## config.mk

```make
export PLATFORM = sky130hd
export DESIGN_NAME = can_mbx_regs
export DESIGN_NICKNAME = d
export VERILOG_FILES = /design/src/design/can_mbx_pkg.sv /design/src/design/can_mbx_regs.sv /design/src/design/apb_decode.sv
export SDC_FILE = /design/constraint.sdc
export NUM_CORES = 1
export LEC_CHECK = 0
export BUFFER_PORTS_ARGS = -buffer_cell sky130_fd_sc_hd__buf_4
export CAP_MARGIN = 20
export CORE_MARGIN = 2
export CORE_UTILIZATION = 57
export DETAILED_ROUTE_END_ITERATION = 8
export MAX_ROUTING_LAYER = met4
export PLACE_DENSITY_LB_ADDON = 0.25
export RECOVER_POWER = 100
export SYNTH_ARGS = -nofsm -noshare
export SYNTH_HDL_FRONTEND = slang
export SYNTH_HIERARCHICAL = 1
export SYNTH_SLANG_ARGS = --single-unit
```

## constraint.sdc

```tcl
create_clock -name CLK -period 22.8 [get_ports CLK]
set_clock_uncertainty 0.05 [all_clocks]
set_input_delay 3.42 -clock CLK [delete_from_list [all_inputs] [get_ports CLK]]
set_output_delay 3.42 -clock CLK [all_outputs]
set_load 0.05 [all_outputs]
```

## src/design/can_mbx_pkg.sv

```systemverilog
// Constants, types and register map of the CAN mailbox payload and filter configuration block.
// Behaviour
// RL1: Length code writes to a transmit mailbox are blocked while it is not empty.
// RL2: Length code bits 6:4 always read zero; software writes zero to bit 7.
// RL3: Length code bits 3:0 give payload byte count sent or requested.
// RL4: Each mailbox holds eight byte-wide payload registers, zero to eight bytes used.
// RL5: Payload byte writes are blocked while the mailbox is not empty.
// RL6: Software changes filter scale and activation only in initialization mode.
// RL7: First config register: filter 1 scale 6:5, activate 4; filter 0 scale 2:1, activate 0.
// RL8: Second and third config registers hold filters 3,2 and 5,4 the same way.
// RL9: Activate bit one makes the filter take part in acceptance; zero disables it.
// RL10: Software clears activate before changing any of that filter's byte registers.
// RL11: First mode register holds high and low mode bits of filters 0 to 3; 1 is list.
// RL12: Second mode register holds filters 5 and 4 in bits 3:0; bits 7:4 read zero.
// RL13: Identifier byte bit zero expects dominant, one expects recessive.
// RL14: Mask byte bit zero ignores that bit; one requires equality with identifier.
// RL15: Each filter has eight byte registers; mask bytes share the identifier bit mapping.
// RL16: A transmit mailbox is empty and writable only while its empty flag is set.
// RL17: The receive mailbox is never writable by software.
// RL18: Filter byte writes are ignored while that filter's activate bit is set.
package can_mbx_pkg;
	localparam int NUM_FILTERS = 6;
	localparam int NUM_PAIRS = 3;
	localparam int NUM_TX = 2;
	localparam int NUM_BYTES = 8;
	localparam int SLOT_LEN = 0;
	localparam int SLOT_LAST = 8;
	// Byte addresses on the APB side.
	localparam logic [11:0] ADDR_CFG_PAIR_0_1 = 12'h000;
	localparam logic [11:0] ADDR_CFG_PAIR_2_3 = 12'h004;
	localparam logic [11:0] ADDR_CFG_PAIR_4_5 = 12'h008;
	localparam logic [11:0] ADDR_MODE_0_TO_3 = 12'h00C;
	localparam logic [11:0] ADDR_MODE_4_5 = 12'h010;
	localparam logic [11:0] ADDR_STATUS = 12'h014;
	localparam logic [11:0] ADDR_GLOBAL_END = 12'h018;
	localparam logic [11:0] ADDR_MBX_BASE = 12'h040;
	localparam logic [11:0] ADDR_MBX_END = 12'h100;
	localparam logic [11:0] ADDR_FILT_BASE = 12'h100;
	localparam logic [11:0] ADDR_FILT_END = 12'h1C0;
	localparam logic [1:0] MBX_RX = 2'h2;
	// Field layouts.
	localparam logic [7:0] LEN_KEEP_MASK = 8'h8F;
	localparam logic [7:0] CFG_KEEP_MASK = 8'h77;
	localparam logic [3:0] MODE1_KEEP_MASK = 4'hF;
	localparam int CFG_ACT_LO = 0;
	localparam int CFG_SCALE_LO = 1;
	localparam int CFG_ACT_HI = 4;
	localparam int CFG_SCALE_HI = 5;
	localparam int SCALE_W = 2;
	localparam int STAT_INIT_BIT = 2;
	localparam logic [7:0] RST_BYTE = 8'h00;
	localparam logic [31:0] RST_WORD = 32'h0000_0000;

	typedef enum logic [2:0] {
		RG_NONE = 3'b000,
		RG_CFG = 3'b001,
		RG_MODE0 = 3'b010,
		RG_MODE1 = 3'b011,
		RG_STAT = 3'b100,
		RG_MBX = 3'b101,
		RG_FILT = 3'b110
	} region_t;

	typedef logic [7:0] byte_t;
	typedef byte_t [NUM_BYTES-1:0] bytes8_t;
endpackage

```

## src/design/can_mbx_regs.sv

```systemverilog
// Mailbox length code, payload and acceptance filter configuration registers behind APB.
//
// Local design decisions: the placing of the registers and the APB slave port.
module can_mbx_regs (
	input wire logic CLK,
	input wire logic RST,
	input wire logic PSEL,
	input wire logic PENABLE,
	input wire logic PWRITE,
	input wire logic [11:0] PADDR,
	input wire logic [31:0] PWDATA,
	output logic [31:0] PRDATA,
	output logic PREADY,
	output logic PSLVERR,
	input wire logic [1:0] TX_MAILBOX_EMPTY,
	input wire logic INIT_MODE,
	input wire logic RX_WR,
	input wire logic [3:0] RX_SLOT,
	input wire logic [7:0] RX_DATA,
	output logic [5:0] FILTER_ACTIVE,
	output logic [11:0] FILTER_SCALE,
	output logic [5:0] FILTER_MODE_HIGH,
	output logic [5:0] FILTER_MODE_LOW,
	output logic [383:0] FILTER_BYTES,
	output logic [7:0] TX_LENGTH,
	output logic [127:0] TX_PAYLOAD
);
	// Whole register state of the block, held in one record.
	typedef struct packed {
		logic [can_mbx_pkg::NUM_PAIRS-1:0][7:0] cfg;
		logic [7:0] mode0;
		logic [3:0] mode1;
		logic [can_mbx_pkg::NUM_TX-1:0][7:0] tx_len;
		can_mbx_pkg::bytes8_t [can_mbx_pkg::NUM_TX-1:0] tx_pay;
		logic [7:0] rx_len;
		can_mbx_pkg::bytes8_t rx_pay;
		can_mbx_pkg::bytes8_t [can_mbx_pkg::NUM_FILTERS-1:0] fbytes;
		logic [31:0] rdata;
		logic err;
	} state_t;

	state_t s_r;
	state_t s_nxt;
	logic setup;
	logic wr_take;
	can_mbx_pkg::region_t region;
	logic [2:0] sel_a;
	logic [3:0] sel_b;
	logic [7:0] rd_byte;
	logic rd_ok;
	logic [11:0] mode_all;
	logic [7:0] wbyte;

	// Activate bit of a filter from the configuration pair that holds it.
	function automatic logic act_of(input logic [can_mbx_pkg::NUM_PAIRS-1:0][7:0] cfg, input int f);
		logic [7:0] pair;
		pair = cfg[f / 2];
		if (f % 2 == 1) begin
			act_of = pair[can_mbx_pkg::CFG_ACT_HI];
		end else begin
			act_of = pair[can_mbx_pkg::CFG_ACT_LO];
		end
	endfunction

	// Scale field of a filter, picked the same way.
	function automatic logic [1:0] scale_of(input logic [can_mbx_pkg::NUM_PAIRS-1:0][7:0] cfg, input int f);
		logic [7:0] pair;
		pair = cfg[f / 2];
		if (f % 2 == 1) begin
			scale_of = pair[can_mbx_pkg::CFG_SCALE_HI +: can_mbx_pkg::SCALE_W];
		end else begin
			scale_of = pair[can_mbx_pkg::CFG_SCALE_LO +: can_mbx_pkg::SCALE_W];
		end
	endfunction

	apb_decode u_dec (
		.psel(PSEL),
		.penable(PENABLE),
		.pwrite(PWRITE),
		.paddr(PADDR),
		.setup(setup),
		.wr_take(wr_take),
		.pready(PREADY),
		.region(region),
		.sel_a(sel_a),
		.sel_b(sel_b)
	);

	// Only the low byte of the bus carries register data.
	assign wbyte = PWDATA[7:0];

	// Both mode registers seen as one twelve-bit vector, two bits per filter.
	assign mode_all = {s_r.mode1, s_r.mode0}; // see RL11 see RL12

	// Read multiplexer, evaluated in the setup cycle so that read data can come from a flop.
	always_comb begin
		rd_byte = can_mbx_pkg::RST_BYTE;
		rd_ok = 1'b1;
		case (region)
			can_mbx_pkg::RG_CFG: begin
				rd_byte = s_r.cfg[sel_a[1:0]] & can_mbx_pkg::CFG_KEEP_MASK; // see RL7 see RL8
			end
			can_mbx_pkg::RG_MODE0: begin
				rd_byte = s_r.mode0; // see RL11
			end
			can_mbx_pkg::RG_MODE1: begin
				rd_byte = {4'h0, s_r.mode1}; // see RL12
			end
			can_mbx_pkg::RG_STAT: begin
				rd_byte = {5'h00, INIT_MODE, TX_MAILBOX_EMPTY};
			end
			can_mbx_pkg::RG_MBX: begin
				if (sel_a[1:0] == can_mbx_pkg::MBX_RX) begin
					if (sel_b == 4'(can_mbx_pkg::SLOT_LEN)) begin
						rd_byte = s_r.rx_len & can_mbx_pkg::LEN_KEEP_MASK; // see RL2
					end else begin
						rd_byte = s_r.rx_pay[3'(sel_b - 4'h1)];
					end
				end else if (sel_a[1:0] < 2'(can_mbx_pkg::NUM_TX)) begin
					if (sel_b == 4'(can_mbx_pkg::SLOT_LEN)) begin
						rd_byte = s_r.tx_len[sel_a[0]] & can_mbx_pkg::LEN_KEEP_MASK; // see RL2
					end else begin
						rd_byte = s_r.tx_pay[sel_a[0]][3'(sel_b - 4'h1)]; // see RL4
					end
				end else begin
					rd_ok = 1'b0;
				end
			end
			can_mbx_pkg::RG_FILT: begin
				if (sel_a < 3'(can_mbx_pkg::NUM_FILTERS)) begin
					rd_byte = s_r.fbytes[sel_a][sel_b[2:0]]; // see RL15
				end else begin
					rd_ok = 1'b0;
				end
			end
			default: begin
				rd_ok = 1'b0;
			end
		endcase
	end

	// Next-state logic: read capture, software writes with their locks, receive loads.
	// Blocked writes finish normally without an error, so software sees the lock only by
	// reading back; an error answer is kept for addresses that hold nothing.
	always_comb begin
		s_nxt = s_r;
		if (setup) begin
			s_nxt.rdata = {24'h000000, rd_byte};
			s_nxt.err = ~rd_ok;
		end
		if (wr_take) begin
			case (region)
				can_mbx_pkg::RG_CFG: begin
					// Scale and activate changes are meant for initialization mode only,
					// but the hardware does not police that; software keeps to it.
					if (sel_a < 3'(can_mbx_pkg::NUM_PAIRS)) begin
						s_nxt.cfg[sel_a[1:0]] = wbyte & can_mbx_pkg::CFG_KEEP_MASK; // see RL7 see RL8 see RL6
					end
				end
				can_mbx_pkg::RG_MODE0: begin
					s_nxt.mode0 = wbyte; // see RL11
				end
				can_mbx_pkg::RG_MODE1: begin
					s_nxt.mode1 = wbyte[3:0] & can_mbx_pkg::MODE1_KEEP_MASK; // see RL12
				end
				can_mbx_pkg::RG_MBX: begin
					// The receive mailbox has no software write path at all.
					if (sel_a[1:0] < 2'(can_mbx_pkg::NUM_TX)) begin // see RL17
						if (TX_MAILBOX_EMPTY[sel_a[0]]) begin // see RL16
							if (sel_b == 4'(can_mbx_pkg::SLOT_LEN)) begin
								s_nxt.tx_len[sel_a[0]] = wbyte & can_mbx_pkg::LEN_KEEP_MASK; // see RL1 see RL2 see RL3
							end else begin
								s_nxt.tx_pay[sel_a[0]][3'(sel_b - 4'h1)] = wbyte; // see RL5 see RL4
							end
						end
					end
				end
				can_mbx_pkg::RG_FILT: begin
					// An active filter keeps its bytes so that matching never sees a half update.
					if (sel_a < 3'(can_mbx_pkg::NUM_FILTERS)) begin
						if (!act_of(s_r.cfg, int'(sel_a))) begin // see RL18 see RL10
							s_nxt.fbytes[sel_a][sel_b[2:0]] = wbyte; // see RL13 see RL14 see RL15
						end
					end
				end
				default: begin
					s_nxt.err = s_r.err;
				end
			endcase
		end
		// The protocol engine fills the receive mailbox: slot zero is the length code.
		if (RX_WR) begin
			if (RX_SLOT == 4'(can_mbx_pkg::SLOT_LEN)) begin
				s_nxt.rx_len = RX_DATA & can_mbx_pkg::LEN_KEEP_MASK; // see RL3
			end else if (RX_SLOT <= 4'(can_mbx_pkg::SLOT_LAST)) begin
				s_nxt.rx_pay[3'(RX_SLOT - 4'h1)] = RX_DATA; // see RL4
			end
		end
	end

	// All state registers; length code and payload come up cleared although software
	// must not rely on any value there before it writes them.
	always_ff @(posedge CLK or posedge RST) begin
		if (RST) begin
			s_r.cfg <= '0;
			s_r.mode0 <= can_mbx_pkg::RST_BYTE;
			s_r.mode1 <= 4'h0;
			s_r.tx_len <= '0;
			s_r.tx_pay <= '0;
			s_r.rx_len <= can_mbx_pkg::RST_BYTE;
			s_r.rx_pay <= '0;
			s_r.fbytes <= '0;
			s_r.rdata <= can_mbx_pkg::RST_WORD;
			s_r.err <= 1'b0;
		end else begin
			s_r <= s_nxt;
		end
	end

	// Bus answer: data and error were captured in the setup cycle.
	assign PRDATA = s_r.rdata;
	assign PSLVERR = s_r.err & PSEL & PENABLE;

	// Per-filter configuration towards the matching datapath.
	genvar gf;
	generate
		for (gf = 0; gf < can_mbx_pkg::NUM_FILTERS; gf++) begin : g_filt
			assign FILTER_ACTIVE[gf] = act_of(s_r.cfg, gf); // see RL9
			assign FILTER_SCALE[2*gf +: 2] = scale_of(s_r.cfg, gf); // see RL7 see RL8
			assign FILTER_MODE_HIGH[gf] = mode_all[2*gf+1]; // see RL11 see RL12
			assign FILTER_MODE_LOW[gf] = mode_all[2*gf]; // see RL11 see RL12
			assign FILTER_BYTES[64*gf +: 64] = s_r.fbytes[gf]; // see RL15
		end
	endgenerate

	// Transmit mailbox contents towards the protocol engine.
	genvar gt;
	generate
		for (gt = 0; gt < can_mbx_pkg::NUM_TX; gt++) begin : g_tx
			assign TX_LENGTH[4*gt +: 4] = s_r.tx_len[gt][3:0]; // see RL3
			assign TX_PAYLOAD[64*gt +: 64] = s_r.tx_pay[gt]; // see RL4
		end
	endgenerate
endmodule

```

## src/design/apb_decode.sv

```systemverilog
// APB handshake and address decode shared by the register file.
module apb_decode (
	input wire logic psel,
	input wire logic penable,
	input wire logic pwrite,
	input wire logic [11:0] paddr,
	output logic setup,
	output logic wr_take,
	output logic pready,
	output can_mbx_pkg::region_t region,
	output logic [2:0] sel_a,
	output logic [3:0] sel_b
);
	// The slave never stalls: read data is prepared in the setup cycle.
	assign setup = psel & ~penable;
	assign wr_take = psel & penable & pwrite;
	assign pready = 1'b1;

	// Address decode; misaligned or unmapped addresses fall to RG_NONE.
	always_comb begin
		region = can_mbx_pkg::RG_NONE;
		sel_a = 3'h0;
		sel_b = 4'h0;
		if (paddr[1:0] != 2'h0) begin
			region = can_mbx_pkg::RG_NONE;
		end else if (paddr < can_mbx_pkg::ADDR_GLOBAL_END) begin
			sel_a = paddr[4:2];
			case (paddr)
				can_mbx_pkg::ADDR_MODE_0_TO_3: region = can_mbx_pkg::RG_MODE0;
				can_mbx_pkg::ADDR_MODE_4_5: region = can_mbx_pkg::RG_MODE1;
				can_mbx_pkg::ADDR_STATUS: region = can_mbx_pkg::RG_STAT;
				default: region = can_mbx_pkg::RG_CFG;
			endcase
		end else if (paddr >= can_mbx_pkg::ADDR_MBX_BASE && paddr < can_mbx_pkg::ADDR_MBX_END) begin
			sel_a = {1'b0, paddr[7:6] - 2'h1};
			sel_b = paddr[5:2];
			if (sel_b <= 4'(can_mbx_pkg::SLOT_LAST)) begin
				region = can_mbx_pkg::RG_MBX;
			end
		end else if (paddr >= can_mbx_pkg::ADDR_FILT_BASE && paddr < can_mbx_pkg::ADDR_FILT_END) begin
			sel_a = paddr[7:5];
			sel_b = {1'b0, paddr[4:2]};
			region = can_mbx_pkg::RG_FILT;
		end
	end
endmodule

```

* Word-level counts from Yosys, hierarchy flattened
Index checks and enable logic that the tools add are counted.
Operators by class: add/sub/neg operators 3, reduce and logical (&&, ||, !) cells 21, bitwise operators 10, magnitude comparators 23, eq/ne operators 11, mux-type cells 68
Operators by type and width (count):
- 384-bit bitwise mux | 1
- 64-bit 2-to-1 mux | 5
- 64-bit binary-select mux with 3-bit select | 1
- 64-bit demux with 3-bit select | 1
- 128-bit bitwise mux | 1
- 8-bit 2-to-1 mux | 15
- 8-bit binary-select mux with 3-bit select | 3
- 8-bit demux with 3-bit select | 3
- 64-bit bitwise mux | 1
- 64-bit demux with 1-bit select | 1
- 8-bit one-hot mux with 6 select lines | 1
- 8-bit binary-select mux with 2-bit select | 2
- 3-bit 2-to-1 mux | 10
- 24-bit bitwise mux | 1
- 12-bit by 5-bit == test with 1-bit output (second input constant) | 2
- 12-bit by 9-bit less-than comparator with 1-bit output (second input constant) | 2
- 16-bit bitwise mux | 1
- 8-bit demux with 2-bit select | 1
- 3-bit by 4-bit less-than comparator with 1-bit output (second input constant) | 4
- 12-bit by 4-bit == test with 1-bit output (second input constant) | 1
- 12-bit by 7-bit greater-or-equal comparator with 1-bit output (second input constant) | 1
- 12-bit by 9-bit greater-or-equal comparator with 1-bit output (second input constant) | 1
- 3-bit by 1-bit greater-or-equal comparator with 1-bit output (second input constant) | 4
- 12-bit by 5-bit less-than comparator with 1-bit output (second input constant) | 1
- other kinds (33) | 72
Storage, ports and cells: bits of input ports 65, word-level logic and storage cells 218, register bits 642, output and inout bits 584

* Longest topological paths before layout
Gate-level depths: netlist of the first run.
word-level depth 14, gate-level depth with buffers 22, gate-level depth less buffers 14

* By module
Netlist of the first run, hierarchy kept.
By module, submodules not included:
- can_mbx_regs | seq. area each 15765.1 sq um, cells an instance 2701, times used 1, area each 34164.0 sq um
- apb_decode | seq. area each 0.0 sq um, cells an instance 59, times used 1, area each 395.4 sq um

* Least setup slack after synthesis of the first run
OpenSTA, ideal clock, no wires.
path kind input to register, start point input PADDR[6], end point register s_r, in the netlist TX_PAYLOAD[0], data required time 22.625 ns, arrival 7.342 ns, cell stages on the path 16, buffers on the path 6, library setup time 0.125 ns, path slack 15.283 ns, cell sequence ha_1 > nor4_1 > and2_0 > o21bai_1 > and4_1 > buf_2 > inv_1 > clkbuf_1 > clkbuf_1 > clkbuf_1 > ha_1 > clkbuf_1 > clkbuf_1 > nand2_1 > nor4_2 > mux2_2
Between the ends: word-level cells in the longest chain between the ends 14, elaborated cells between the ends (all ways) 43, classes of those cells add/sub (2); order compare (10); eq/ne (4); mux (20); bitwise (1); reduce/logical (6)
Ends and longest elaborated chain:
- start, declared | line can_mbx_regs.sv:10 | input wire logic [11:0] PADDR,
- 12-bit by 9-bit greater-or-equal comparator with 1-bit output or 12-bit by 9-bit less-than comparator with 1-bit output (tied branches) | line apb_decode.sv:40 | end else if (paddr >= can_mbx_pkg::ADDR_FILT_BASE && paddr < can_mbx_pkg::ADDR_FILT_END) begin
- 1-bit logical AND | line apb_decode.sv:40
- 3-bit 2-to-1 mux | line apb_decode.sv:40
- 4-bit 2-to-1 mux | line apb_decode.sv:34 | end else if (paddr >= can_mbx_pkg::ADDR_MBX_BASE && paddr < can_mbx_pkg::ADDR_MBX_END) begin
- 4-bit 2-to-1 mux * | line apb_decode.sv:26 | end else if (paddr < can_mbx_pkg::ADDR_GLOBAL_END) begin
- 4-bit 2-to-1 mux * | line apb_decode.sv:24 | if (paddr[1:0] != 2'h0) begin
- net sel_b[0] | line can_mbx_regs.sv:48 | logic [3:0] sel_b;
- 3-bit by 1-bit subtractor with 3-bit output | line can_mbx_regs.sv:173 | s_nxt.tx_pay[sel_a[0]][3'(sel_b - 4'h1)] = wbyte;
- 3-bit by 4-bit less-than comparator with 1-bit output (implied by the code) or 3-bit by 1-bit greater-or-equal comparator with 1-bit output (tied branches) | line can_mbx_regs.sv:173
- 1-bit logical AND (implied by the code) | line can_mbx_regs.sv:173
- 8-bit 2-to-1 mux (implied by the code) | line can_mbx_regs.sv:173
- 8-bit demux with 3-bit select | line can_mbx_regs.sv:173
- 64-bit 2-to-1 mux (implied by the code) | line can_mbx_regs.sv:173
- 64-bit demux with 1-bit select | line can_mbx_regs.sv:173
- 128-bit bitwise mux | line can_mbx_regs.sv:173
- end signal, assigned | line can_mbx_regs.sv:216 | s_r <= s_nxt;
- end, declared | line can_mbx_regs.sv:42 | state_t s_r;
Mark *: on every way through the listed nets, which the timed path passes. The rest lies on a longest branch. The select of a mux whose other input is x is not followed. A chain may end at the register's enable or synchronous reset.

* Worst setup path in the final report of the first run
start point input PADDR[11], end point register s_r, in the netlist TX_PAYLOAD[100]
Between the ends: elaborated cells between the ends (all ways) 42, classes of those cells add/sub (1); order compare (10); eq/ne (4); mux (20); bitwise (1); reduce/logical (6)
RTL lines:
- 12-bit by 9-bit greater-or-equal comparator with 1-bit output or 12-bit by 9-bit less-than comparator with 1-bit output (tied branches) | line apb_decode.sv:40
- 1-bit logical AND | line apb_decode.sv:40
- 3-bit 2-to-1 mux | line apb_decode.sv:40
- 3-bit 2-to-1 mux | line apb_decode.sv:34
- 3-bit 2-to-1 mux * | line apb_decode.sv:26
- 3-bit 2-to-1 mux * | line apb_decode.sv:24
- net sel_a[0] | line can_mbx_regs.sv:47 | logic [2:0] sel_a;
- 1-bit by 2-bit less-than comparator with 1-bit output (implied by the code) or 1-bit greater-or-equal comparator (tied branches) | line can_mbx_regs.sv:173
- 1-bit logical AND (implied by the code) | line can_mbx_regs.sv:173
- 64-bit 2-to-1 mux (implied by the code) | line can_mbx_regs.sv:173
- 64-bit demux with 1-bit select | line can_mbx_regs.sv:173
- 128-bit bitwise mux | line can_mbx_regs.sv:173
Marks and branches as above.

==> reports/metrics.csv, run 1 <==
stage;metric;value;unit
clock_network;clk slew on worst S/H paths;60;ps
logic_synthesis;FFs w/ async S/R, synth;100;%
layout;Final Non-Filler Cells;3585;
grt;initial antenna violation count;0;
sta;slew of the pin with the lowest slew margin;7980;ps
sta;Tcrit/Tclk final;64.4;%
detailed_routing;Total Routed Length;115;mm
power_and_ir_drop;VDD IR max;0.0545;mV
sta;TNS Setup;0;ps
power_and_ir_drop;Leak Pwr;16.2;nW
clock_network;Clock Latency Late Sink;620;ps
detailed_routing;DRT iter0 DRCs;1978;
place;Placed Area;35400;um^2
sta;Slew Limit Fails;588;
layout;multi-input logic area;13600;um^2
detailed_routing;drt pass-1 iters;6;
hold_path;hold crit path type;reg2reg;
logic_synthesis;post-synthesis cell type count;84;
outcome;status;finished with violations;
sta;RSZ-0062 raised after global routing;no;
logic_synthesis;Syn. warnings;6;
floorplanning;Die Wd;250;um
place;port bufs;599;
logic_synthesis;largest cells by area after synthesis;dfrtp_1, mux2_2, buf_4;
grt;total track usage;37.2;%
power_and_ir_drop;P_sw;0.584;mW
setup_path;crit path capture type;register;
floorplanning;Die Ht;250;um
logic_synthesis;ys flop type;dfrtp_1;
run;max-cap violations;8;
logic_synthesis;#FFs+latches synth;630;
place;global placer's final weighted congestion;0.961;
power_and_ir_drop;sequential share of power;47.6;%
layout;ANT cells;0;
layout;Reg area;15800;um^2
floorplanning;Die Footprint;62600;um^2
detailed_routing;Vias/cell;6.26;
place;hpwl dp;82.0;mm
logic_synthesis;register area share after synthesis;45.6;%
setup_path;WP data required;23240;ps
sta;fmax;0.0681;GHz
power_and_ir_drop;Pint;1.89;mW
detailed_routing;WL/cell;32.1;um
sta;# setup viols final;0;
clock_network;clock root cell;clkbuf_16;
logic_synthesis;Mapped Area;34600;um^2
sta;minimum clock period;14680;ps
grt;first-pass GRT wire length;164;mm
logic_synthesis;Post-synth EDFFs;0;
floorplanning;Ports;649;
clock_network;cts hold-fix bufs;0;
setup_path;Max FO, Critical Path;103;
detailed_routing;DR vias;22500;
power_and_ir_drop;pwr dens;70.0;nW/um^2
logic_synthesis;syn avg cell area;12.5;um^2
place;placed insts;3459;
setup_path;Reg2Reg Setup Slack;19260;ps
grt;largest net degree at the start of global routing;169;
setup_path;crit path kind;in2reg;
layout;Filler cells;5268;
layout;cell area after layout;35300;um^2
setup_path;CP startpoint kind;input pin;
power_and_ir_drop;sw frac;23.6;%
power_and_ir_drop;Comb pwr share;5.8;%
outcome;failing checks;capacitance limit, slew limit;
clock_network;Post-CTS Setup Bufs;0;
clock_network;CTS max path bufs;3;
layout;Syn-to-layout area delta;2.19;%
floorplanning;CORE AREA;60100;um^2
floorplanning;num rows;90;
clock_network;Num CTS Buffers;70;
sta;Final Hold Vio Count;0;
layout;fraction of layout cells with a size suffix above 1;32.4;%
layout;fin nets;2820;
power_and_ir_drop;total power;2.47;mW
detailed_routing;antenna-violating nets left;0;
logic_synthesis;Synth area leader;dfrtp_1;
clock_network;CTS Sinks;630;
logic_synthesis;top cell type's share of synthesized area;45.6;%
detailed_routing;Residual DRC;0;
clock_network;htree depth;3;
clock_network;CTS tree;built;
setup_path;WP data arrival;15120;ps
floorplanning;Initial Util;57.5;%
logic_synthesis;Syn Inst Count;2760;
power_and_ir_drop;Clock power frac;46.6;%
grt;vias in the first global route;22700;
grt;Overflow after GRT;0;
layout;fin util;58.7;%
sta;Slew headroom;-432;%
clock_network;post-CTS resize count;0;
critical path, stage by stage:
cell,delay [ps]
clkbuf_1,110
nor4_1,940
o211a_1,370
a221oi_1,150
nor2_4,160
buf_12,520
clkbuf_1,5550
nand3_1,1470
nor2_1,990
nand3_1,740
mux2_2,520
registers in the layout, summed over array words and instances, names as in the netlist:
signal and cells:
FILTER_MODE_LOW 6, FILTER_BYTES 384, FILTER_MODE_HIGH 6, s_r 72
TX_PAYLOAD 128, TX_LENGTH 8, PRDATA 8, FILTER_ACTIVE 6
FILTER_SCALE 12
area by class of cell:
class	instances	area share [%]
timing repair buffer	625	7.29
clock inverter	23	0.687
tap	782	2.77
sequential	630	44.6
inverter	19	0.205
multi-input combinational	1404	38.5
clock buffer	102	5.90
stage by stage:
stage	hold slack, ps	setup slack (ps)
detailed placement	434	14340
CTS	448	14960
finish	449	8120
global route	465	7550
global placement	430	14340
floorplan	421	1680
path summary, 6_finish.rpt:
check,start,end,cells past startpoint
setup / recovery,PADDR[11],TX_PAYLOAD[100],11
hold / removal,s_r[431],s_r[431],1
setup reg to reg,FILTER_ACTIVE[2],FILTER_BYTES[217],6
hold reg to reg,s_r[431],s_r[431],1
max in group asynchronous,RST,FILTER_BYTES[383],5
min in group asynchronous,RST,TX_PAYLOAD[114],2
Yosys cell counts (12+ instances only):
cell and n:
o21ai_0 51, buf_2 24, buf_4 597, nor2b_1 13
nand3_1 30, nor2_1 52, inv_1 16, a21oi_1 44
nand2_1 95, mux2_2 628, mux2i_1 90, mux4_2 91
clkbuf_1 95, mux2_4 16, nand2_4 12, nor3_1 25
nand2b_1 12, dfrtp_1 630, o22ai_1 18
power by group through the flow:
stage / clock network [mW] / logic [mW] / registers, mW
CTS: 1.16 / 0.145 / 1.18
global route: 1.21 / 0.155 / 1.18
detailed placement: 0 / 0.145 / 1.19
finish: 1.15 / 0.143 / 1.18
floorplan: 0 / 0.108 / 1.19
global placement: 0 / 0.139 / 1.19
cells by family (layout without fill, tap and decap cells):
kind of cell	Yosys count	after routing	share of synthesized area, %
XOR/XNOR	4	4	0.101
adder cells (fa/ha/maj)	5	5	0.181
AO/OA/AOI/OAI	223	223	4.44
other	2	25	0.0217
multiplexers	829	829	29.8
buffers and inverters	749	769	14.8
flip-flops	630	630	45.6
AND/OR/NAND/NOR	318	318	5.00
layout by cell type (no fill, tap or decap), drive strengths merged, types with 5 or more instances in the layout:
cell type	count
a211oi	7
a21oi	44
a221o	7
a221oi	8
a31oi	12
and2	8
and3	8
buf	53
clkbuf	674
clkinv	17
conb	25
dfrtp	630
ha	5
inv	18
mux2	648
mux2i	90
mux4	91
nand2	107
nand2b	12
nand3	30
nand4	5
nor2	56
nor2b	13
nor3	28
nor4	15
o211ai	12
o21ai	51
o221ai	10
o22ai	18
o31ai	9
or3	6
or4	6
layer usage:
| metal | track usage (%) | part of all wire (%) |
|---|---|---|
| met1 | 42.4 | 36 |
| met2 | 60.7 | 49 |
| met3 | 8.42 | 7.9 |
| met4 | 21.4 | 6.8 |
| met5 | - | 0 |
(Power assumes the default switching activity.)
==> run 2: changes to the inputs <==
- CORE_ASPECT_RATIO: not set -> 1.1
- CORE_UTILIZATION: 57 -> 51
- clock period: 22.8 -> 12 ns (I/O delays scaled with it)
==> run 2 against run 1 <==
The flow still finishes with violations (capacitance limit, slew limit); utilization decreased by 6.0 points; total power is 90% higher; clock power grew 90%; global-route usage shrank 2.8 points; hold slack improved by 4.0 ps; final area up 0.45%; clock-buffer cell count fell by 2; via count down 0.67%; combinational power increased by 92%; wire length is 2.6% higher; first-iteration DRC count down 9.5%; largest power group unchanged.
==> reports/metrics.csv, run 2 (synthesized netlist as in run 1, its figures left out) <==
stage;metric;value;unit;change
sta;fmax;0.112;GHz;
detailed_routing;drt pass-1 iters;5;;-1
setup_path;Reg2Reg Capture Point;FILTER_BYTES[282];;
clock_network;Post-CTS Setup Bufs;0;;unchanged
floorplanning;Die Wd;252;um;+0.79%
power_and_ir_drop;Comb pwr share;5.9;%;about the same
grt;Overflow after GRT;0;;unchanged
detailed_routing;Total Routed Length;118;mm;+2.6%
setup_path;CP startpoint kind;input pin;;
sta;TNS Setup;0;ps;unchanged
hold_path;hold crit path type;reg2reg;;
clock_network;htree depth;3;;unchanged
grt;largest net degree at the start of global routing;184;;+8.9%
setup_path;RR Startpoint;FILTER_ACTIVE[0];;
setup_path;CP dominant cell by count;inv_1;;
hold_path;worst hold stages;1;;unchanged
setup_path;WP data required;12390;ps;-10850 ps
setup_path;worst-case reg-to-reg path depth;6;;unchanged
sta;# setup viols final;0;;unchanged
detailed_routing;WL/cell;32.1;um;about the same
grt;vias in the first global route;23100;;+1.5%
grt;total track usage;34.4;%;-2.8 points
detailed_routing;DRT iter0 DRCs;1791;;-9.5%
clock_network;CTS tree;built;;
sta;Tcrit/Tclk final;74.2;%;
floorplanning;Die Footprint;69900;um^2;+12%
clock_network;clock root cell;clkbuf_16;;
run;max-cap violations;6;;-2
clock_network;cts hold-fix bufs;0;;unchanged
layout;fraction of layout cells with a size suffix above 1;32.5;%;+0.14 points
sta;Slew Limit Fails;240;;-59%
setup_path;critical path's largest stage delay;2550;ps;-3000 ps
power_and_ir_drop;Pint;3.57;mW;+89%
sta;minimum clock period;8910;ps;
layout;fin nets;2828;;+0.28%
sta;Worst Setup Slack, final;3090;ps;-5020 ps
power_and_ir_drop;sequential share of power;47.6;%;about the same
place;Post-Place Worst Slack;4780;ps;-9550 ps
setup_path;highest-delay cell along the critical path;clkbuf_1;;
clock_network;Num CTS Buffers;69;;-1.4%
detailed_routing;DR vias;22300;;-0.67%
grt;initial antenna violation count;1;;+1
floorplanning;Initial Util;51.3;%;-6.1 points
layout;Largest register FFs;384;;unchanged
clock_network;Clock Latency Late Sink;630;ps;about the same
clock_network;CTS max path bufs;3;;unchanged
setup_path;worst-path cell chain;clkbuf_1, inv_1, ha_1, inv_1, a41oi_1, or3_1, a21oi_4, clkbuf_1, inv_1, a21oi_1, a311oi_1, nor4_1, o21ai_0;;
power_and_ir_drop;P_sw;1.12;mW;+92%
detailed_routing;Vias/cell;6.07;;-3.2%
hold_path;hold path startpoint;s_r[462];;
place;hpwl dp;85.9;mm;+4.7%
clock_network;CTS Sinks;630;;unchanged
grt;first-pass GRT wire length;168;mm;+2.9%
detailed_routing;antenna-violating nets left;0;;unchanged
place;port bufs;599;;unchanged
setup_path;WP data arrival;9300;ps;-5820 ps
power_and_ir_drop;Leak Pwr;16.2;nW;about the same
power_and_ir_drop;total power;4.69;mW;+90%
floorplanning;num rows;100;;+11%
power_and_ir_drop;pwr dens;132;nW/um^2;+89%
floorplanning;Die Ht;277;um;+11%
setup_path;Max FO, Critical Path;49;;-52%
sta;slew of the pin with the lowest slew margin;3810;ps;-4160 ps
outcome;failing checks;capacitance limit, slew limit;;
layout;commonest non-fill, non-tap cell in the layout;dfrtp_1;;
clock_network;clk slew on worst S/H paths;60;ps;about the same
setup_path;Reg2Reg Setup Slack;8590;ps;-10670 ps
outcome;status;finished with violations;;
power_and_ir_drop;VDD IR max;0.101;mV;+85%
sta;Slew headroom;-154;%;+280 points
sta;Final Hold Vio Count;0;;unchanged
hold_path;hold endpoint;s_r[462];;
power_and_ir_drop;sw frac;23.9;%;+0.24 points
floorplanning;Ports;649;;unchanged
setup_path;crit path kind;in2reg;;
layout;Syn-to-layout area delta;2.65;%;
detailed_routing;Residual DRC;0;;unchanged
power_and_ir_drop;Clock power frac;46.5;%;about the same
sta;RSZ-0062 raised after global routing;no;;
place;global placer's final weighted congestion;0.942;;-2.0%
clock_network;post-CTS resize count;0;;unchanged
setup_path;crit path capture type;register;;
floorplanning;CORE AREA;67300;um^2;+12%
layout;most frequent cells in the layout;dfrtp_1, mux2_2, clkbuf_1;;
[run 2: changes by cell type in the layout (fill, tap and decap cells not counted), moves of 2 or more]
cell,change
clkbuf_8,-5
buf_4,+8
buf_6,+2
inv_6,-2
nor4_2,+2
[run 2: final cells by class]
cell class	count	area (um^2)
fillers	6157	31800
flip-flops and latches	630	15800
multi-input cells	1404	13600
repair buffers	634	2660
clock buffers	100	2050
well taps	867	1080
clock inverters	22	244
inverters	19	72.6
diodes	1	2.50
[run 2: worst max-delay path by stage]
stage / startpoint / endpoint / slack [ps] / cells after the start
after floorplan: RST / FILTER_ACTIVE[0] / 1550 / 1
after global placement: PADDR[6] / PRDATA[6] / 4850 / 14
after detailed placement: PADDR[11] / PRDATA[6] / 4780 / 13
after CTS: PADDR[11] / PRDATA[6] / 5390 / 13
after global routing: PADDR[6] / PRDATA[6] / 2840 / 13
final: PADDR[6] / PRDATA[6] / 3090 / 13
[run 2: stage by stage]
stage / util [%] / cell area (um^2) / hold WS [ps] / instances
2_1_floorplan: - / 34600 / 421 / 2783
3_3_place_gp: 52.7 / 35500 / 429 / 3549
3_5_place_dp: 52.7 / 35500 / 438 / 3551
4_1_cts: 56.1 / 37800 / 451 / 3673
5_1_grt: 52.7 / 35500 / 456 / 3677
6_report: 52.7 / 35500 / 453 / 3677
[run 2: worst max-delay path: cells and delay by family]
family	cells	cell delay (ps)
buffers and inverters	5	4370
AND/OR/NAND/NOR	2	1320
AO/OA/AOI/OAI	5	1440
adder cells (fa/ha/maj)	1	310
[run 2: power by group through the flow]
| stage | sequential, mW | clock, mW | combinational, mW |
|---|---|---|---|
| 6_report | 2.23 | 2.18 | 0.275 |
| 5_1_grt | 2.24 | 2.30 | 0.298 |
| 4_1_cts | 2.23 | 2.20 | 0.278 |
| 3_5_place_dp | 2.27 | 0 | 0.278 |
| 3_3_place_gp | 2.26 | 0 | 0.269 |
| 2_1_floorplan | 2.26 | 0 | 0.206 |
[run 2: layer usage]
layer  global-route usage [%]  wire length [um]  vias up
met5                        -                 0        -
met2                     57.9             59300     1018
met3                     8.00              8580      283
met1                     38.0             42600    11700
li1                         -                 -     9274
met4                     18.0              7400        0
==> run 3: changes to the inputs <==
- CORE_ASPECT_RATIO: 1.1 -> not set
- CORE_UTILIZATION: 51 -> 57
- clock period: 12 -> 9.3 ns (I/O delays scaled with it)
==> run 3 against run 2 <==
The run still ends with capacitance limit, slew limit left; critical path depth increased by 1; sequential share of layout area up 0.23 points; sequential power grew 29%; via count is 0.81% higher; final area fell by 0.50%; highest routed layer unchanged.
==> reports/metrics.csv, run 3 (synthesized netlist as in run 1, its figures left out) <==
stage;metric;value;unit;change
clock_network;clk slew on worst S/H paths;60;ps;about the same
sta;slew of the pin with the lowest slew margin;3710;ps;-102 ps
sta;TNS Setup;0;ps;unchanged
detailed_routing;drt pass-1 iters;6;;+1
sta;Slew Limit Fails;379;;+58%
layout;cell area after layout;35300;um^2;-0.50%
setup_path;CP startpoint kind;input pin;;
place;Post-Place Worst Slack;2780;ps;-2000 ps
layout;fin util;58.7;%;+6.0 points
floorplanning;num rows;90;;-10%
grt;Overflow after GRT;0;;unchanged
outcome;failing checks;capacitance limit, slew limit;;
power_and_ir_drop;Pint;4.58;mW;+28%
layout;Largest register FFs;384;;unchanged
layout;multi-input logic area;13600;um^2;about the same
sta;minimum clock period;7200;ps;
setup_path;WP data required;9700;ps;-2690 ps
floorplanning;Die Wd;250;um;-0.78%
sta;# setup viols final;0;;unchanged
power_and_ir_drop;VDD IR max;0.120;mV;+19%
detailed_routing;Residual DRC;0;;unchanged
detailed_routing;WL/cell;32.1;um;about the same
floorplanning;Die Ht;250;um;-9.7%
clock_network;clock root cell;clkbuf_16;;
detailed_routing;DR vias;22500;;+0.81%
layout;Reg area;15800;um^2;unchanged
power_and_ir_drop;P_sw;1.44;mW;+29%
detailed_routing;antenna-violating nets left;0;;unchanged
place;Placed Area;35400;um^2;-0.34%
clock_network;CTS Sinks;630;;unchanged
floorplanning;Initial Util;57.5;%;+6.1 points
grt;initial antenna violation count;0;;-1
clock_network;CTS max path bufs;3;;unchanged
sta;Worst Setup Slack, final;2100;ps;-994 ps
clock_network;cts hold-fix bufs;0;;unchanged
layout;fraction of layout cells with a size suffix above 1;32.1;%;-0.42 points
place;port bufs;599;;unchanged
power_and_ir_drop;Comb pwr share;5.8;%;about the same
grt;total track usage;37.2;%;+2.8 points
sta;Slew headroom;-147;%;+6.8 points
clock_network;Clock Latency Late Sink;610;ps;-20 ps
clock_network;Post-CTS Setup Bufs;0;;unchanged
layout;most frequent cells in the layout;dfrtp_1, mux2_2, clkbuf_1;;
sta;fmax;0.139;GHz;
setup_path;Reg2Reg Setup Slack;5800;ps;-2790 ps
sta;RSZ-0062 raised after global routing;no;;
clock_network;post-CTS resize count;0;;unchanged
layout;commonest non-fill, non-tap cell in the layout;dfrtp_1;;
detailed_routing;Total Routed Length;115;mm;-2.4%
run;max-cap violations;9;;+3
detailed_routing;DRT iter0 DRCs;1851;;+3.4%
layout;Syn-to-layout area delta;2.13;%;
grt;vias in the first global route;22500;;-2.5%
setup_path;crit path kind;in2reg;;
setup_path;WP data arrival;7600;ps;-1700 ps
grt;largest net degree at the start of global routing;117;;-36%
sta;Tcrit/Tclk final;77.4;%;
floorplanning;CORE AREA;60100;um^2;-11%
clock_network;CTS tree;built;;
power_and_ir_drop;total power;6.02;mW;+28%
detailed_routing;Vias/cell;6.26;;+3.2%
power_and_ir_drop;sw frac;23.9;%;about the same
floorplanning;Die Footprint;62600;um^2;-10%
layout;fin nets;2824;;-0.14%
place;hpwl dp;83.1;mm;-3.2%
place;global placer's final weighted congestion;0.959;;+1.8%
floorplanning;Ports;649;;unchanged
power_and_ir_drop;pwr dens;171;nW/um^2;+29%
power_and_ir_drop;sequential share of power;47.9;%;+0.3 points
grt;first-pass GRT wire length;163;mm;-2.9%
clock_network;Num CTS Buffers;69;;unchanged
setup_path;crit path capture type;register;;
power_and_ir_drop;Leak Pwr;16.2;nW;-0.21%
clock_network;htree depth;3;;unchanged
sta;Final Hold Vio Count;0;;unchanged
power_and_ir_drop;Clock power frac;46.3;%;-0.2 points
hold_path;hold crit path type;reg2reg;;
layout;Filler cells;5297;;-14%
setup_path;Max FO, Critical Path;116;;+140%
outcome;status;finished with violations;;
[run 3: cell types whose count changed in the layout (fill, tap and decap cells not counted), sizes merged]
cell      before  now
buf           63   59
bufinv         4    5
clkbuf       671  676
clkinv        17   13
clkinvlp       4    1
inv           16   20
[run 3: power by group through the flow]
stage               combinational (mW)  sequential (mW)  clock [mW]
floorplan                        0.266             2.92           0
global placement                 0.342             2.92           0
detailed placement               0.354             2.93           0
CTS                              0.356             2.88        2.81
global route                     0.377             2.89        2.92
finish                           0.349             2.88        2.79
[run 3: layout make-up]
cell class	count	share of cell area [%]
repair buffers	630	7.38
multi-input cells	1404	38.5
diodes	1	0.00709
flip-flops and latches	630	44.7
clock buffers	105	5.62
clock inverters	20	0.837
well taps	782	2.77
inverters	19	0.206
[run 3: critical path, cell delays in order]
cell and delay (ps):
clkbuf_1 150, ha_1 230, nor4_1 250, and2_0 400, a221oi_1 190, nor2_4 130, clkbuf_1 1910, buf_12 710
mux2i_1 480, o21ai_0 190, a21oi_1 190, nor4_1 120, nor4_1 870, o211ai_1 190
[run 3: path summary, 6_finish.rpt]
kind,cells past startpoint,end,from
setup / recovery,14,PRDATA[4],PADDR[6]
hold / removal,1,s_r[420],s_r[420]
setup reg to reg,6,FILTER_BYTES[156],FILTER_ACTIVE[0]
hold reg to reg,1,s_r[420],s_r[420]
max in group asynchronous,4,FILTER_MODE_HIGH[5],RST
min in group asynchronous,2,TX_PAYLOAD[18],RST
[run 3: routing by layer]
layer | wire length, um | up-vias | track usage (%)
li1 | - | 9296 | -
met1 | 41500 | 11800 | 42.9
met2 | 56900 | 1143 | 61.4
met3 | 9430 | 296 | 8.78
met4 | 7230 | 0 | 18.0
met5 | 0 | - | -
[run 3: metrics by stage]
step,cells,hold WS (ps)
floorplan,2783,421
global placement,3464,431
detailed placement,3464,434
CTS,3589,448
global route,3590,464
finish,3591,449
